`src/rtl/hss_pkg.sv`:
```
// shared constants and carrier types of the hot-swap startup sequencer
package hss_pkg;
   // ----------------------------------------------------------------
   // time base
   // ----------------------------------------------------------------
   localparam int CLK_MHZ      = 20;       // sys_clk rate in MHz
   localparam int T_EN_DEG_US  = 100;      // enable deglitch, microseconds
   localparam int T_PRS_DEG_US = 400;      // card-present deglitch, microseconds
   localparam int T_SU_US      = 52000;    // startup limit, microseconds (52 ms)
   localparam int T_PG_US      = 16000;    // power-good delay, microseconds (16 ms)
   localparam int T_SHORT_US   = 13200;    // short window, microseconds (13.2 ms)
   localparam int T_RETRY_US   = 3400000;  // retry wait, microseconds (3.4 s)
   localparam int T_OC_US      = 200;      // slow trip budget at unit overdrive
   // derived cycle counts
   localparam int EN_DEG_CYC   = T_EN_DEG_US * CLK_MHZ;
   localparam int PRS_DEG_CYC  = T_PRS_DEG_US * CLK_MHZ;
   localparam int SU_CYC       = T_SU_US * CLK_MHZ;
   localparam int PG_CYC       = T_PG_US * CLK_MHZ;
   localparam int SHORT_CYC    = T_SHORT_US * CLK_MHZ;
   localparam int RETRY_CYC    = T_RETRY_US * CLK_MHZ;
   localparam int OC_CYC       = T_OC_US * CLK_MHZ;
   // ----------------------------------------------------------------
   // widths
   // ----------------------------------------------------------------
   localparam int TMR_W        = 27;       // holds the retry count
   localparam int OC_W         = 3;        // overdrive magnitude width
   localparam int ACC_W        = 16;       // slow trip accumulator width
   // ----------------------------------------------------------------
   // comparator flags carried as one packed word
   // ----------------------------------------------------------------
   typedef struct packed {
      logic supply_lockout;   // control supply below lockout level
      logic uv_ok;            // window sense above undervoltage level
      logic ov;               // window sense above overvoltage level
      logic over_temp;        // junction over temperature
      logic out_above_90;     // output above 90 percent of input
      logic gate_ov_3v;       // gate overdrive above 3 V
      logic out_below_1v;     // output below 1 V
      logic oc_fast;          // fast short-circuit comparator
   } hss_flags_t;
   // ----------------------------------------------------------------
   // sequencer states, one-hot
   // ----------------------------------------------------------------
   typedef enum logic [5:0] {
      ST_OFF    = 6'h01,
      ST_CHECK  = 6'h02,
      ST_START  = 6'h04,
      ST_NORMAL = 6'h08,
      ST_RETRY  = 6'h10,
      ST_LATCH  = 6'h20
   } hss_state_t;
endpackage

```
`src/rtl/hss_deglitch.sv`:
```
// pin synchroniser with a hold-time qualifier
`timescale 1ns/100ps
`default_nettype none
module hss_deglitch #(
   parameter int   CNT = 2000,   // cycles the level must hold
   parameter logic POL = 1'b1    // level that is being qualified
) (
   // clock and reset
   input  wire logic sys_clk,
   input  wire logic rst_n,
   // pin side
   input  wire logic pin,
   // qualified outputs
   output logic      level_s,    // synchronised pin level
   output logic      held_q      // level POL held for more than CNT cycles
);
   // ----------------------------------------------------------------
   // elaboration check
   // ----------------------------------------------------------------
   if (CNT < 1) begin : g_bad
      $error("hss_deglitch: CNT must be at least one");
   end
   localparam int W = $clog2(CNT + 2);
   logic         meta_q;        // first stage, read only by second
   logic [W-1:0] cnt_q;         // time the level has been held
   // two flip-flop synchroniser
   always_ff @(posedge sys_clk) begin
      if (!rst_n) begin
         // reset to the level that does not qualify, so no false hold follows reset
         meta_q  <= ~POL;
         level_s <= ~POL;
      end else begin
         meta_q  <= pin;
         level_s <= meta_q;
      end
   end
   // hold counter, restarts on any glitch back
   always_ff @(posedge sys_clk) begin
      if (!rst_n) begin
         cnt_q  <= '0;
         held_q <= 1'b0;
      end else if (level_s != POL) begin
         cnt_q  <= '0;
         held_q <= 1'b0;
      end else begin
         if (cnt_q <= W'(CNT)) begin
            cnt_q <= cnt_q + W'(1);
         end
         held_q <= (cnt_q >= W'(CNT));
      end
   end
endmodule
`default_nettype wire

```
`src/rtl/hss_sequencer.sv`:
```
// control sequencer of the integrated hot-swap switch
`timescale 1ns/100ps
`default_nettype none
// Overview of operation
// enable held high over 100 us before turn-on
// card present held low over 400 us
// turn-on needs supply ok and window ok
// window or lockout fault forces switch off
// startup limit timer of 52 ms
// output high and gate overdrive end startup
// power-good released 16 ms after startup
// output below 1 V at 13.2 ms trips
// over temperature turns switch off always
// overcurrent protection only in normal operation
// faults latch off or retry by option
// enable low disables switch at once
// power-good low until switch fully enhanced
// foldback limiting only during startup
// bigger overcurrent trips sooner
// retry restarts after 3.4 s wait
// latch cleared by enable low or supply events
// output already high blocks turn-on as fault
// flags synchronised, delays counted in cycles
module hss_sequencer #(
   parameter int   SU_CNT     = hss_pkg::SU_CYC,
   parameter int   PG_CNT     = hss_pkg::PG_CYC,
   parameter int   SHORT_CNT  = hss_pkg::SHORT_CYC,
   parameter int   RETRY_CNT  = hss_pkg::RETRY_CYC,
   parameter int   PRS_CNT    = hss_pkg::PRS_DEG_CYC,
   parameter int   EN_CNT     = hss_pkg::EN_DEG_CYC,
   parameter int   OC_CNT     = hss_pkg::OC_CYC,
   parameter logic AUTO_RETRY = 1'b0     // 1: retry variant, 0: latch-off
) (
   // clock and reset
   input  wire logic               sys_clk,
   input  wire logic               rst_n,
   // host pins
   input  wire logic               enable,
   input  wire logic               card_present_n,
   // comparator flags, asynchronous
   input  wire hss_pkg::hss_flags_t flags,
   input  wire logic [2:0]         oc_level,       // overdrive magnitude, 0 none
   // switch control
   output logic                    switch_on_q,
   output logic                    foldback_q,
   output logic                    gate_discharge_q,
   // open-drain power-good pin
   output logic                    power_good_out_q,
   output logic                    power_good_oe_q,
   // status
   output logic                    fault_latched_q
);
   // ----------------------------------------------------------------
   // elaboration checks
   // ----------------------------------------------------------------
   if (SU_CNT < 2 || PG_CNT < 2 || SHORT_CNT < 2 || SHORT_CNT >= SU_CNT ||
       RETRY_CNT < 2 || RETRY_CNT >= (1 << hss_pkg::TMR_W) || OC_CNT < 1 ||
       OC_CNT >= (1 << (hss_pkg::ACC_W - 1))) begin : g_bad
      $error("hss_sequencer: count parameter out of range");
   end
   localparam int TW = hss_pkg::TMR_W;
   localparam int AW = hss_pkg::ACC_W;
   // ----------------------------------------------------------------
   // input qualification
   // ----------------------------------------------------------------
   logic en_s;         // synchronised enable level
   logic en_ok;        // enable held high long enough
   logic en_off_ok;    // enable held low long enough
   logic prs_s;        // synchronised card-present level
   logic prs_ok;       // card held present long enough
   // enable high qualifier
   hss_deglitch #(.CNT(EN_CNT), .POL(1'b1)) u_en_hi (
      .sys_clk (sys_clk), .rst_n (rst_n), .pin (enable),
      .level_s (en_s), .held_q (en_ok));
   // enable low qualifier used to clear the latch
   hss_deglitch #(.CNT(EN_CNT), .POL(1'b0)) u_en_lo (
      .sys_clk (sys_clk), .rst_n (rst_n), .pin (enable),
      .level_s (), .held_q (en_off_ok));
   // card-present low qualifier
   hss_deglitch #(.CNT(PRS_CNT), .POL(1'b0)) u_prs (
      .sys_clk (sys_clk), .rst_n (rst_n), .pin (card_present_n),
      .level_s (prs_s), .held_q (prs_ok));
   // comparator flags through two flip-flops
   hss_pkg::hss_flags_t flg_m_q;   // first stage
   hss_pkg::hss_flags_t flg_s;     // synchronised flags
   logic [2:0]          ocl_m_q;   // first stage
   logic [2:0]          ocl_s;     // synchronised magnitude
   always_ff @(posedge sys_clk) begin
      if (!rst_n) begin
         flg_m_q <= '0;
         flg_s   <= '0;
         ocl_m_q <= 3'h0;
         ocl_s   <= 3'h0;
      end else begin
         flg_m_q <= flags;
         flg_s   <= flg_m_q;
         ocl_m_q <= oc_level;
         ocl_s   <= ocl_m_q;
      end
   end
   // supply window and lockout good
   logic win_ok;
   logic qual;
   assign win_ok = !flg_s.supply_lockout && flg_s.uv_ok && !flg_s.ov;
   assign qual   = win_ok && en_ok && prs_ok && !flg_s.over_temp;
   // ----------------------------------------------------------------
   // overcurrent detection, normal operation only
   // ----------------------------------------------------------------
   logic [AW-1:0] acc_q;    // overdrive integrated over time
   logic          oc_trip;  // slow or fast trip
   hss_pkg::hss_state_t state_q, state_d;
   // larger magnitude adds faster, so it reaches the budget sooner
   always_ff @(posedge sys_clk) begin
      if (!rst_n) begin
         acc_q <= '0;
      end else if (state_q != hss_pkg::ST_NORMAL || ocl_s == 3'h0) begin
         acc_q <= '0;
      end else if (acc_q < AW'(OC_CNT)) begin
         acc_q <= acc_q + AW'(ocl_s);
      end
   end
   assign oc_trip = (state_q == hss_pkg::ST_NORMAL) &&
                    (flg_s.oc_fast || acc_q >= AW'(OC_CNT));
   // ----------------------------------------------------------------
   // state machine
   // ----------------------------------------------------------------
   logic [TW-1:0] timer_q;    // time in current state
   hss_pkg::hss_state_t fault_st;
   assign fault_st = AUTO_RETRY ? hss_pkg::ST_RETRY : hss_pkg::ST_LATCH;
   // next state
   always_comb begin
      state_d = state_q;
      case (state_q)
         // wait for every enable condition
         hss_pkg::ST_OFF: begin
            if (qual) begin
               state_d = hss_pkg::ST_CHECK;
            end
         end
         // input-to-output short check before turn-on
         hss_pkg::ST_CHECK: begin
            if (flg_s.out_above_90) begin
               state_d = fault_st;
            end else begin
               state_d = hss_pkg::ST_START;
            end
         end
         // timed inrush phase
         hss_pkg::ST_START: begin
            if (flg_s.out_above_90 && flg_s.gate_ov_3v) begin
               state_d = hss_pkg::ST_NORMAL;
            end else if (timer_q == TW'(SHORT_CNT - 1) && flg_s.out_below_1v) begin
               state_d = fault_st;
            end else if (timer_q == TW'(SU_CNT - 1)) begin
               state_d = fault_st;
            end
         end
         // running, watch for overcurrent
         hss_pkg::ST_NORMAL: begin
            if (oc_trip) begin
               state_d = fault_st;
            end
         end
         // wait, then restart
         hss_pkg::ST_RETRY: begin
            if (timer_q == TW'(RETRY_CNT - 1)) begin
               state_d = hss_pkg::ST_OFF;
            end
         end
         // latched off until cleared
         hss_pkg::ST_LATCH: begin
            if (en_off_ok || !win_ok || prs_s) begin
               state_d = hss_pkg::ST_OFF;
            end
         end
         default: state_d = hss_pkg::ST_OFF;
      endcase
      // global turn-off, except that a latch ignores short enable drops and over temperature
      if (state_q != hss_pkg::ST_LATCH &&
          (!win_ok || !en_s || flg_s.over_temp)) begin
         state_d = hss_pkg::ST_OFF;
      end
   end
   // state register and shared timer, cleared on each change
   always_ff @(posedge sys_clk) begin
      if (!rst_n) begin
         state_q <= hss_pkg::ST_OFF;
         timer_q <= '0;
      end else begin
         state_q <= state_d;
         if (state_d != state_q) begin
            timer_q <= '0;
         end else if (timer_q != {TW{1'b1}}) begin
            timer_q <= timer_q + TW'(1);
         end
      end
   end
   // ----------------------------------------------------------------
   // outputs
   // ----------------------------------------------------------------
   logic on_d;
   assign on_d = (state_d == hss_pkg::ST_START) || (state_d == hss_pkg::ST_NORMAL);
   // switch, foldback and discharge drive
   always_ff @(posedge sys_clk) begin
      if (!rst_n) begin
         switch_on_q      <= 1'b0;
         foldback_q       <= 1'b0;
         gate_discharge_q <= 1'b0;
         fault_latched_q  <= 1'b0;
      end else begin
         switch_on_q      <= on_d;
         foldback_q       <= (state_d == hss_pkg::ST_START);
         gate_discharge_q <= oc_trip;
         fault_latched_q  <= (state_d == hss_pkg::ST_LATCH);
      end
   end
   // power-good pulls low unless normal for the full delay
   always_ff @(posedge sys_clk) begin
      if (!rst_n) begin
         power_good_out_q <= 1'b0;
         power_good_oe_q  <= 1'b1;
      end else begin
         power_good_out_q <= 1'b0;
         power_good_oe_q  <= !(state_d == hss_pkg::ST_NORMAL && state_q == state_d &&
                               timer_q >= TW'(PG_CNT - 1));
      end
   end
endmodule
`default_nettype wire

```
`config.mk`:
```
export PLATFORM = sky130hd
export DESIGN_NAME = hss_sequencer
export DESIGN_NICKNAME = d
export VERILOG_FILES = /design/src/rtl/hss_pkg.sv /design/src/rtl/hss_deglitch.sv /design/src/rtl/hss_sequencer.sv
export SDC_FILE = /design/constraint.sdc
export NUM_CORES = 1
export LEC_CHECK = 0
export BUFFER_PORTS_ARGS = -buffer_cell sky130_fd_sc_hd__buf_2
export CAP_MARGIN = 40
export CORE_AREA = 5 5 135 137
export CTS_CLUSTER_SIZE = 40
export DETAILED_ROUTE_END_ITERATION = 10
export DIE_AREA = 0 0 140 142
export GPL_TIMING_DRIVEN = 0
export PLACE_DENSITY_LB_ADDON = 0.25
export SYNTH_ARGS = -nofsm -noshare
export SYNTH_HDL_FRONTEND = slang
export SYNTH_SLANG_ARGS = --single-unit
```
`constraint.sdc`:
```
create_clock -name sys_clk -period 2.7 [get_ports sys_clk]
set_input_delay 0.135 -clock sys_clk [delete_from_list [all_inputs] [get_ports sys_clk]]
set_output_delay 0.135 -clock sys_clk [all_outputs]
set_load 0.02 [all_outputs]
```
==> flow_summary.json <==
{
  "synthTopCellsByCount": "dfxtp_1, nor2_1, nand2_1, xnor2_1, nand3_1",
  "ant_nets": 0,
  "dominantRegCellSynth": "dfxtp_1",
  "final_net_count": 691,
  "cts_sinks": 120,
  "cts-htree-levels": 4,
  "swShare": 0.197,
  "p_leak_nw": 2.34,
  "yosys_register_bits": 120,
  "hpwlAfterDp_um": 8190,
  "powerDensity_mw_per_mm2": 627,
  "cts_tree": "built",
  "final_util": 0.403,
  "fin_tns_setup_ns": 0,
  "cts_inserted_buffers": 17,
  "timing.final.crit_share": 0.937,
  "seqPwrFrac": 0.423,
  "synth_top_area_share": 0.426,
  "yosysWarnings": 0,
  "cp-startpoint": "state_q[3]",
  "row_count": 48,
  "status": "complete, no violations",
  "synthesis.area_mm2": 0.00564,
  "synthTopCellsByArea": "dfxtp_1, nor2_1, xnor2_1",
  "hold_viol": 0,
  "crit_path_start_kind": "flip-flop",
  "wire_per_inst_um": 12.6,
  "setup_slack_ns": 0.169,
  "fmax_mhz": 395,
  "ys_seq_area_frac": 0.426,
  "r2r_cells": 7,
  "initial_core_util": 0.333,
  "switching_power_mw": 0.842,
  "clockBufferDepth": 2,
  "fin_crit_ns": 2.53,
  "port_buffers": 18,
  "grt_pass1_wl_um": 20500,
  "setup-violations-final": 0,
  "post_cts_buffers": 0,
  "crit_required_ns": 2.95,
  "fin_skew_ns": 0.00606,
  "first_iter_violations": 299,
  "r2r_slack_ns": 0.17,
  "viasPerCell": 4.88,
  "regToRegEndpoint": "power_good_oe_q",
  "worst_slew_pin_slew_ns": 0.668,
  "yosysMostFrequentCell": "dfxtp_1",
  "avgSynthCellArea_um2": 9.19,
  "chipHeight_um": 142,
  "r2r-start": "state_q[3]",
  "async_flop_share": 0,
  "p_total_mw": 4.28,
  "synth_fp_nets": 640,
  "yosys.area.top_type": "dfxtp_1",
  "max_cap_violations": 0,
  "die_w_um": 140,
  "routed_wl_um": 11400,
  "grt_usage": 0.124,
  "antenna_cells": 0,
  "overflow": 0,
  "power.internal_mw": 3.43,
  "core_area_mm2": 0.0169,
  "place_ws_ns": 0.105,
  "ir_drop_mv": 0.397,
  "path_class": "flip-flop to flip-flop",
  "drc": 0,
  "drt-pass1-iter-count": 4,
  "synth-edff-count": 0,
  "crit_path_end": "power_good_oe_q",
  "grt_max_degree": 17,
  "clk_pin_slew_ns": 0.05,
  "hold_class": "input port to flip-flop",
  "rsz0062_at_grt": "false",
  "clkPwrFrac": 0.554,
  "p_comb_frac": 0.023,
  "critPathMaxFanout": 10,
  "netlist_instances": 614,
  "via_count": 4403,
  "drive_above_1_share": 0.143,
  "globalplace.congestion": 0.852,
  "arrival_ns": 2.78,
  "die_area_mm2": 0.0199,
  "area_delta_synth_final_pct": 20.8,
  "maxSlewHeadroom": 0.551,
  "slew_violations": 0,
  "antenna_found_initial": 0,
  "cp-end-kind": "flip-flop",
  "io_pins": 21,
  "clock_latency_ns": 0.40,
  "grt_pass1_vias": 4368,
  "yosys.cell_types.count": 55,
  "cts_root_buf": "clkbuf_16"
}
-- cells in the final DEF (no fill, tap or decap), drive strengths merged, types with 8 or more instances in the layout --
cell type / Yosys / routed
nor3: 15 / 15
nand2b: 8 / 8
xnor2: 30 / 30
inv: 24 / 25
dlygate4sd3: 0 / 13
nand2: 39 / 39
xor2: 23 / 23
and4: 10 / 10
dfxtp: 120 / 120
o21ai: 15 / 15
nor3b: 8 / 8
and3: 8 / 8
clkbuf: 18 / 37
nor2: 75 / 75
ha: 10 / 10
nor2b: 8 / 8
a21oi: 21 / 21
nand4: 24 / 24
mux2i: 8 / 8
nand3: 28 / 28
nor4b: 33 / 33
buf: 11 / 30
and2: 27 / 27
nor4: 14 / 14
-- cell families after synthesis --
group | after synthesis | share of synthesized area
mux | 8 | 0.0142
flops | 120 | 0.426
simple gates | 308 | 0.339
fa+ha+maj | 11 | 0.0257
buf+inv | 53 | 0.0424
compound gates | 60 | 0.0696
other cells | 1 | 0.000665
xor+xnor | 53 | 0.0823
-- repair_timing --
| action | in CTS | in global routing |
|---|---|---|
| gates resized for setup | 0 | 9 |
| hold endpoints to repair | 14 | 0 |
| hold buffers | 13 | 0 |
| endpoints found under the setup margin | 0 | 22 |
-- through the flow --
step                      area, um2  instances  hold slack, ns
after detailed placement       6020        858           0.330
after floorplan                5640        614           0.236
after CTS                      6770        902           0.217
after global placement         6010        857           0.322
after global routing           6820        902           0.297
final                          6820        902           0.223
-- registers in the layout, indices dropped and copies added (netlist names), 6 cells and up --
name	cells
acc_q	16
flg_m_q	8
flg_s	8
state_q	6
timer_q	27
u_en_hi.cnt_q	11
u_en_lo.cnt_q	11
u_prs.cnt_q	13
-- how the worst min path moves through the flow --
| stage | slack [ns] | startpoint | end | cells past startpoint |
|---|---|---|---|---|
| 2_1_floorplan | 0.24 | enable | u_en_lo.meta_q | 1 |
| 3_3_place_gp | 0.32 | card_present_n | u_prs.meta_q | 2 |
| 4_1_cts | 0.22 | rst_n | u_en_hi.cnt_q[5] | 3 |
| 3_5_place_dp | 0.33 | card_present_n | u_prs.meta_q | 2 |
| 5_1_grt | 0.30 | rst_n | u_en_hi.cnt_q[0] | 3 |
| 6_report | 0.22 | rst_n | u_en_hi.cnt_q[5] | 3 |
-- power groups by stage --
stage	Combinational, mW	Sequential, mW	Clock [mW]
after floorplan	0.0607	1.84	0
after global placement	0.0840	1.85	0
after detailed placement	0.0861	1.85	0
after CTS	0.101	1.81	2.43
after global routing	0.114	1.81	2.52
final	0.0994	1.81	2.37
-- area by class of cell --
type	instances	area, um2
fillers	1699	10100
multi-input cells	441	3040
flip-flops and latches	120	2400
clock buffers	19	453
well taps	225	282
repair buffers	32	224
clock inverters	12	174
plain buffers	29	150
inverters	24	90.1
-- critical path: stages (launching register included) --
cell and delay, ns:
dfxtp_1 0.30, clkbuf_2 0.17, nor4_4 0.33, nand4_1 0.16, a32oi_2 0.33, o2bb2ai_1 0.27, a21oi_2 0.22, or4_1 0.61
-- metal layers --
metal | GRT usage | routed length, um | share of wire | vias up
li1 | - | - | - | 2256
met1 | 0.159 | 5420 | 0.48 | 2062
met2 | 0.203 | 5400 | 0.47 | 73
met3 | 0.0343 | 406 | 0.036 | 12
met4 | 0.0413 | 146 | 0.013 | 0
met5 | 0 | 0 | 0 | -
Note: power is estimated with default switching activity, not from simulation.
